### config.mk
export PLATFORM = sky130hd
export DESIGN_NAME = bsrp_top
export DESIGN_NICKNAME = d
export VERILOG_FILES = /design/src/rtl/bsrp_pkg.sv /design/src/rtl/bsrp_pins_if.sv /design/src/rtl/bsrp_sync.sv /design/src/rtl/bsrp_top.sv
export SDC_FILE = /design/constraint.sdc
export NUM_CORES = 1
export LEC_CHECK = 0
export ABC_AREA = 1
export BUFFER_PORTS_ARGS = -buffer_cell sky130_fd_sc_hd__clkbuf_2
export CAP_MARGIN = 0
export CORE_MARGIN = 1.5
export CORE_UTILIZATION = 59
export DETAILED_ROUTE_END_ITERATION = 16
export GPL_TIMING_DRIVEN = 0
export PLACE_DENSITY = 0.76
export SYNTH_ARGS = -nofsm -noshare
export SYNTH_HDL_FRONTEND = slang
export SYNTH_SLANG_ARGS = --single-unit
### constraint.sdc
create_clock -name clock -period 2.93 [get_ports clock]
set_input_delay 0.293 -clock clock [delete_from_list [all_inputs] [get_ports clock]]
set_output_delay 0.293 -clock clock [all_outputs]
set_load 0.03 [all_outputs]
### src/rtl/bsrp_pkg.sv
// bsrp_pkg: constants, line states and the state record of the reset, sleep and presence block.
// assumes a single 125 MHz clock; all times are converted to cycles here.
package bsrp_pkg;

  localparam int CLK_PERIOD_NS = 8;

  // least low time on the line that counts as a bus reset (reset_low_pulse_time)
  localparam int RSTL_MIN_NS   = 480000;
  // presence: wait after the line rises, then hold the line low
  localparam int PWAIT_NS      = 30000;
  localparam int PLOW_NS       = 120000;
  // length of the self-made reset state at power-up or after power-fail
  localparam int POR_NS        = 100000;
  // power-up presence must be over this long after power is applied
  localparam int PUP_LIMIT_NS  = 2000000;

  localparam int RSTL_CYC      = (RSTL_MIN_NS + CLK_PERIOD_NS - 1) / CLK_PERIOD_NS;
  localparam int PWAIT_CYC     = (PWAIT_NS + CLK_PERIOD_NS - 1) / CLK_PERIOD_NS;
  localparam int PLOW_CYC      = (PLOW_NS + CLK_PERIOD_NS - 1) / CLK_PERIOD_NS;
  localparam int POR_CYC       = (POR_NS + CLK_PERIOD_NS - 1) / CLK_PERIOD_NS;
  localparam int PUP_LIMIT_CYC = PUP_LIMIT_NS / CLK_PERIOD_NS;

  localparam int CNT_W         = 18;

  // synchronised pin positions
  localparam int NPIN          = 5;
  localparam int PIN_WAKE      = 0;
  localparam int PIN_SLEEP     = 1;
  localparam int PIN_RST       = 2;
  localparam int PIN_LINE      = 3;
  localparam int PIN_PFAIL     = 4;
  // idle pin levels: sleep, reset and line pulled high
  localparam logic [NPIN-1:0] PIN_IDLE = 5'h0e;

  // cycles the reset pin is not believed after the block stops driving it;
  // must outlast the synchroniser and filter, else our own release reads as an outside reset
  localparam logic [2:0] REL_BLANK = 3'h5;

  typedef enum logic [1:0] {
    LN_IDLE  = 2'b00,
    LN_PWAIT = 2'b01,
    LN_PLOW  = 2'b10
  } bsrp_line_t;

  typedef struct packed {
    bsrp_line_t       line;
    logic [CNT_W-1:0] cnt;
    logic [CNT_W-1:0] por_cnt;
    logic [CNT_W-1:0] up_cnt;
    logic [2:0]       rel_cnt;
    logic             drive_rst;
    logic             in_rst;
    logic             awake;
    logic             err_b;
    logic             line_oe;
    logic             bus_rst;
    logic             pup_done;
  } bsrp_state_t;

endpackage : bsrp_pkg

### src/rtl/bsrp_pins_if.sv
// bsrp_pins_if: raw pin levels in, filtered levels and edge pulses out.
// assumes the producer and the consumer share the block clock.
`timescale 1ns/1ps
interface bsrp_pins_if #(parameter int N = 5);
  logic [N-1:0] raw;
  logic [N-1:0] level;
  logic [N-1:0] rise;
  logic [N-1:0] fall;
  modport sync (input raw, output level, output rise, output fall);
  modport user (output raw, input level, input rise, input fall);
endinterface : bsrp_pins_if

### src/rtl/bsrp_sync.sv
// bsrp_sync: three-flop synchroniser per pin with agreement filter and edge pulses.
// assumes raw inputs are asynchronous to clock.
`timescale 1ns/1ps
module bsrp_sync
  import bsrp_pkg::*;
#(
  parameter int            N    = 5,
  parameter logic [N-1:0]  IDLE = '0
)(
  input wire logic clock,   // block clock
  input wire logic rst_b,   // async reset, active low
  bsrp_pins_if.sync pins    // raw in, clean level and edges out
);

  typedef struct packed {
    logic [N-1:0] s1;
    logic [N-1:0] s2;
    logic [N-1:0] s3;
    logic [N-1:0] level;
    logic [N-1:0] rise;
    logic [N-1:0] fall;
  } bsrp_sync_t;

  bsrp_sync_t r;
  bsrp_sync_t next_r;

  always_comb
  begin
    next_r       = r;
    next_r.s1    = pins.raw;
    next_r.s2    = r.s1;
    next_r.s3    = r.s2;
    // a change is taken only once the second and third stage agree
    next_r.level = (r.s3 & ~(r.s2 ^ r.s3)) | (r.level & (r.s2 ^ r.s3));
    next_r.rise  = next_r.level & ~r.level;
    next_r.fall  = ~next_r.level & r.level;
  end

  always_ff @(posedge clock or negedge rst_b)
  begin
    if (!rst_b)
      r <= '{s1: IDLE, s2: IDLE, s3: IDLE, level: IDLE, rise: '0, fall: '0};
    else
      r <= next_r;
  end

  assign pins.level = r.level;
  assign pins.rise  = r.rise;
  assign pins.fall  = r.fall;

endmodule : bsrp_sync

### src/rtl/bsrp_top.sv
// bsrp_top: reset pin, sleep and wake, error flag and presence pulse of the bridge.
// assumes error events arrive as one-cycle pulses on clock; all pins are asynchronous.
`timescale 1ns/1ps
// How it works
// - low on shared reset pin resets device
// - internal reset drives reset pin low throughout
// - wake rising edge leaves sleep mode
// - wake edges ignored while awake
// - sleep falling edge enters sleep mode
// - any detected error drives error output low
// - single-wire bus reset clears error output
// - presence low pulse follows bus reset
// - power-up presence finished within two milliseconds
// - awake output high awake, low asleep
module bsrp_top
  import bsrp_pkg::*;
#(
  parameter int RSTL_CYCLES  = RSTL_CYC,       // low cycles that make a bus reset
  parameter int PWAIT_CYCLES = PWAIT_CYC,      // wait before presence
  parameter int PLOW_CYCLES  = PLOW_CYC,       // presence low length
  parameter int POR_CYCLES   = POR_CYC,        // internal reset length
  parameter int PUP_CYCLES   = PUP_LIMIT_CYC   // power-up presence limit
)(
  input  wire logic clock,             // 125 MHz block clock
  input  wire logic rst_b,             // power-on reset, async, active low
  input  wire logic reset_pin_in,      // reset pin level
  output wire logic reset_pin_out,     // reset pin drive value
  output wire logic reset_pin_oe,      // reset pin output enable
  input  wire logic power_fail,        // supply monitor, high on failure
  input  wire logic wake_pin,          // wake input
  input  wire logic sleep_pin,         // sleep input
  input  wire logic line_in,           // single-wire line level
  output wire logic line_out,          // single-wire line drive value
  output wire logic line_oe,           // single-wire line output enable
  input  wire logic err_invalid_cmd,   // pulse: invalid command
  input  wire logic err_crc,           // pulse: packet crc16 mismatch
  input  wire logic err_nack,          // pulse: peripheral did not acknowledge
  output wire logic error_flag_out_b,  // error output, low on error
  output wire logic awake,             // high awake, low asleep
  output wire logic bus_reset_pulse,   // pulse: bus reset seen
  output wire logic in_reset           // high while device is in reset
);

  localparam logic [CNT_W-1:0] RSTL_C  = CNT_W'(RSTL_CYCLES);
  localparam logic [CNT_W-1:0] PWAIT_C = CNT_W'(PWAIT_CYCLES - 1);
  localparam logic [CNT_W-1:0] PLOW_C  = CNT_W'(PLOW_CYCLES - 1);
  localparam logic [CNT_W-1:0] POR_C   = CNT_W'(POR_CYCLES);
  localparam logic [CNT_W-1:0] PUP_C   = CNT_W'(PUP_CYCLES);

  bsrp_pins_if #(.N(NPIN)) pins ();

  assign pins.raw[PIN_WAKE]  = wake_pin;
  assign pins.raw[PIN_SLEEP] = sleep_pin;
  assign pins.raw[PIN_RST]   = reset_pin_in;
  assign pins.raw[PIN_LINE]  = line_in;
  assign pins.raw[PIN_PFAIL] = power_fail;

  bsrp_sync #(.N(NPIN), .IDLE(PIN_IDLE)) u_sync (
    .clock (clock),
    .rst_b (rst_b),
    .pins  (pins)
  );

  bsrp_state_t r;
  bsrp_state_t next_r;

  logic pfail;
  logic ext_rst;
  logic int_rst;
  logic dev_rst;
  logic err_any;
  logic det_bus_rst;
  logic wake_rise;
  logic sleep_fall;

  assign pfail      = pins.level[PIN_PFAIL];
  assign wake_rise  = pins.rise[PIN_WAKE];
  assign sleep_fall = pins.fall[PIN_SLEEP];
  assign err_any    = err_invalid_cmd | err_crc | err_nack;
  // our own drive reads back low through the synchroniser, so it is blanked
  assign ext_rst    = !pins.level[PIN_RST] && !r.drive_rst && (r.rel_cnt == 3'h0);
  assign int_rst    = (r.por_cnt != '0) || pfail;
  assign dev_rst    = int_rst || ext_rst;

  always_comb
  begin
    next_r         = r;
    next_r.bus_rst = 1'b0;
    det_bus_rst    = 1'b0;
    if (r.por_cnt != '0)
      next_r.por_cnt = r.por_cnt - 1'b1;
    if (pfail)
      next_r.por_cnt = POR_C;
    if (r.up_cnt != '1 && !r.pup_done)
      next_r.up_cnt = r.up_cnt + 1'b1;
    if (dev_rst)
    begin
      // reset state: awake, error cleared, presence armed for after release
      next_r.awake = 1'b1;
      next_r.err_b = 1'b1;
      next_r.line  = LN_PWAIT;
      next_r.cnt   = '0;
    end
    else
    begin
      if (r.awake && sleep_fall)
        next_r.awake = 1'b0;
      else if (!r.awake && wake_rise)
        next_r.awake = 1'b1;
      case (r.line)
        LN_IDLE:
        begin
          if (!pins.level[PIN_LINE])
          begin
            if (r.cnt != '1)
              next_r.cnt = r.cnt + 1'b1;
          end
          else
          begin
            next_r.cnt = '0;
            if (r.cnt >= RSTL_C)
            begin
              det_bus_rst    = 1'b1;
              next_r.bus_rst = 1'b1;
              next_r.line    = LN_PWAIT;
            end
          end
        end
        LN_PWAIT:
        begin
          next_r.cnt = r.cnt + 1'b1;
          if (r.cnt >= PWAIT_C)
          begin
            next_r.cnt  = '0;
            next_r.line = LN_PLOW;
          end
        end
        LN_PLOW:
        begin
          next_r.cnt = r.cnt + 1'b1;
          if (r.cnt >= PLOW_C)
          begin
            next_r.cnt      = '0;
            next_r.line     = LN_IDLE;
            next_r.pup_done = 1'b1;
          end
        end
        default:
        begin
          next_r.cnt  = '0;
          next_r.line = LN_IDLE;
        end
      endcase
      if (det_bus_rst)
        next_r.err_b = 1'b1;
    end
    // a new error beats a clear in the same cycle
    if (err_any)
      next_r.err_b = 1'b0;
    next_r.line_oe   = (next_r.line == LN_PLOW) && !dev_rst;
    next_r.drive_rst = (next_r.por_cnt != '0) || pfail;
    next_r.rel_cnt   = next_r.drive_rst ? REL_BLANK :
                       ((r.rel_cnt != 3'h0) ? r.rel_cnt - 1'b1 : 3'h0);
    next_r.in_rst    = dev_rst;
  end

  always_ff @(posedge clock or negedge rst_b)
  begin
    if (!rst_b)
      r <= '{line: LN_PWAIT, cnt: '0, por_cnt: POR_C, up_cnt: '0, rel_cnt: REL_BLANK,
             drive_rst: 1'b1, in_rst: 1'b1, awake: 1'b1, err_b: 1'b1, line_oe: 1'b0,
             bus_rst: 1'b0, pup_done: 1'b0};
    else
      r <= next_r;
  end

  assign reset_pin_out    = 1'b0;
  assign reset_pin_oe     = r.drive_rst;
  assign line_out         = 1'b0;
  assign line_oe          = r.line_oe;
  assign error_flag_out_b = r.err_b;
  assign awake            = r.awake;
  assign bus_reset_pulse  = r.bus_rst;
  assign in_reset         = r.in_rst;
endmodule : bsrp_top

==> metrics.md <==
| Metric | Value |
|---|---|
| Root Driver | clkbuf_8 |
| Sequential share of the synthesized area | 49.0% |
| Final Max Slew Viols | 0 |
| IO Port Bufs | 15 |
| DRT iter0 DRCs | 204 |
| Routed wire length | 6750 um |
| Row cnt | 28 |
| Post-Route Skew | 0.00942 ns |
| Post-DP Area | 0.00378 sq mm |
| Clock Pin Slew Worst Setup and Hold Paths | 0.08 ns |
| CTS tree | done |
| R2R depth | 12 |
| DP Worst Slack | 0.781 ns |
| EDFF count, synth | 0 |
| Critical path capture point type | register |
| Most used DFF post-synth | dfrtp_1 |
| Fin crit period | 2.17 ns |
| CTS buffer count | 9 |
| Worst path required time | 3.21 ns |
| CP Class | reg2reg |
| Synth top area share | 30.7% |
| R2R Setup Slk | 0.76 ns |
| PD cells | 490 mW/mm^2 |
| Dominant cells by area after synthesis | dfrtp_1 31%, dfstp_2 18%, nand2_1 9.4% |
| Wirelength per Cell | 12.9 um |
| Crit path launch | r[28] |
| Detailed-route DRC error count | 0 |
| Vias | 2743 |
| Final antenna-violating net count | 0 |
| Post-synth ARST share | 100% |
| DIE HEIGHT | 81 um |
| Critical Path End | r[7] |
| Final antenna diode count | 0 |
| Clock buffer depth | 2 |
| GRT Util Overall | 23.5% |
| Data arrival, critical path | 2.45 ns |
| Clk sinks | 69 |
| Max Cap Viol | 0 |
| Post-detail-place hpwl | 4900 um |
| Largest net degree at the start of global routing | 45 |
| Synth area leader | dfrtp_1 |
| Layout cells sized above 1 | 22.7% |
| Synth Warn # | 0 |
| Hold WC Path Type | in2reg |
| Fill cells | 459 |
| Unique masters post-synth | 41 |
| Final hold viol count | 0 |
| Post-synthesis cell area | 0.00359 sq mm |
| Peak VDD IR | 0.451 mV |
| Area delta synth->final | 11.5% |
| Final Power | 1.96 mW |
| CP Launch Type | register |
| RSZ-0062 raised after global routing | no |
| GR Overflow Total | 0 |
| Syn avg cell area | 8.67 sq um |
| Starting Density | 61.0% |
| H-tree levels | 3 |
| Initial antenna violation count | 0 |
| Cells after synthesis | 414 |
| Chip Width | 81 um |
| DR pass1 iterations | 4 |
| R2R Path End | r[7] |
| Status | finished, final reports clean |
| Worst skew pair latency | 0.35 ns |
| Leakage power | 1.99 nW |
| GP Congestion | 0.873 |
| Final Cell Area | 0.00400 sq mm |
| Setup Total Neg Slack | 0 ns |
| FMAX | 0.461 GHz |
| Final setup margin | 0.760 ns |
| Io pins | 18 |
| Final worst-path cycle share | 74.1% |
| Reg-to-reg critical path startpoint | r[28] |
| Register bit count reported by yosys | 69 |
| Worst-path fanout max | 10 |
| Post-CTS Setup Inserts | 0 |
| Die ar. | 0.00656 sq mm |
| First-pass GRT wire length | 11500 um |
| Setup violators final | 0 |
| Number of global-route vias before repair | 2633 |
| Layout Nets | 462 |
| Core area | 0.00589 sq mm |
| Vias/cell | 5.22 |
Yosys cell counts, drive strengths merged (7+ instances only):
master  instances
nand4           9
xor2           15
buf             9
dfrtp          44
inv            54
nand3          33
nor2           56
ha              7
nand2          96
dfstp          25
nor3            8
a21oi           8
o21ai          24
power by group:
| group | switching, mW | internal (mW) |
|---|---|---|
| Clock | 0.401 | 0.324 |
| Sequential | 0.0321 | 1.01 |
| Combinational | 0.127 | 0.0665 |
critical path, cell delays in order (launching register included):
cell,delay (ns)
dfrtp_1,0.38
inv_1,0.11
ha_1,0.31
nand2_4,0.12
nor2_8,0.20
nand3_4,0.16
buf_6,0.19
nand3_1,0.10
nand2_1,0.08
nor2_2,0.13
nand2_2,0.11
nor2_4,0.14
nand2_1,0.06
state kept, by name (all words and copies together) (netlist names), named ones only:
register,flops
r,41
u_sync.pins.fall,1
error_flag_out_b,1
reset_pin_oe,1
u_sync.r,5
awake,1
line_oe,1
u_sync.pins.level,2
u_sync.next_r,10
bus_reset_pulse,1
u_sync.pins.rise,1
in_reset,1
area by class of cell:
| class | instances | area (sq um) | area share [%] |
|---|---|---|---|
| Inverter | 57 | 214 | 5.35 |
| Clock inverter | 7 | 62.6 | 1.56 |
| Multi-Input combinational cell | 280 | 1550 | 38.8 |
| Clock buffer | 9 | 124 | 3.10 |
| Tap cell | 75 | 93.8 | 2.35 |
| Timing Repair Buffer | 19 | 128 | 3.19 |
| Sequential cell | 69 | 1760 | 43.9 |
| Buffer | 9 | 67.6 | 1.69 |
stage by stage:
step / utilization (%) / hold slack, ns / cells
global route: 68.0 / 0.00240 / 525
detailed placement: 64.3 / 0.263 / 506
global placement: 63.9 / 0.333 / 505
CTS: 68.0 / 0.000135 / 525
finish: 68.0 / 0.0176 / 525
floorplan: - / -0.00259 / 415
cell families after synthesis:
kind of cell | synth area share (%)
flip-flops | 49.0
other | 0.104
AO/OA/AOI/OAI | 5.72
buffers and inverters | 7.84
adder cells (fa/ha/maj) | 3.83
AND/OR/NAND/NOR | 29.4
XOR/XNOR | 4.15
cells in the final DEF, fill, tap and decap left out, types with 9 or more instances in the layout:
cell type	netlist	layout
clkbuf_8	0	9
nand2_1	90	90
dfstp_2	25	25
nand3_1	30	30
dfrtp_1	44	44
clkbuf_2	0	14
xor2_1	15	15
o21ai_2	9	9
nor2_1	47	47
inv_1	50	50
repair_timing:
item	4_1_cts	5_1_grt
hold endpoints to repair	21	0
hold buffers	3	0
resized for setup	0	0
endpoints found under the setup margin	0	0
worst min-delay path by stage:
stage / from / cells past startpoint / end / slack (ns)
after global routing: line_in / 1 / u_sync.next_r[23] / 0.002
after CTS: line_in / 1 / u_sync.next_r[23] / 0.0001
final: line_in / 1 / u_sync.next_r[23] / 0.02
after detailed placement: rst_b / 1 / r[54] / 0.26
after global placement: u_sync.next_r[24] / 0 / u_sync.next_r[19] / 0.33
after floorplan: rst_b / 0 / async pin / -0.003
per-layer routing:
| layer | vias to the layer above | share of wire [%] | global-route usage, % |
|---|---|---|---|
| met1 | 1308 | 45 | 29.5 |
| li1 | 1370 | - | - |
| met3 | 9 | 4.1 | 6.07 |
| met4 | 0 | 1.7 | 9.14 |
| met5 | - | 0 | 0 |
| met2 | 56 | 50 | 39.1 |
(Power assumes the default switching activity.)
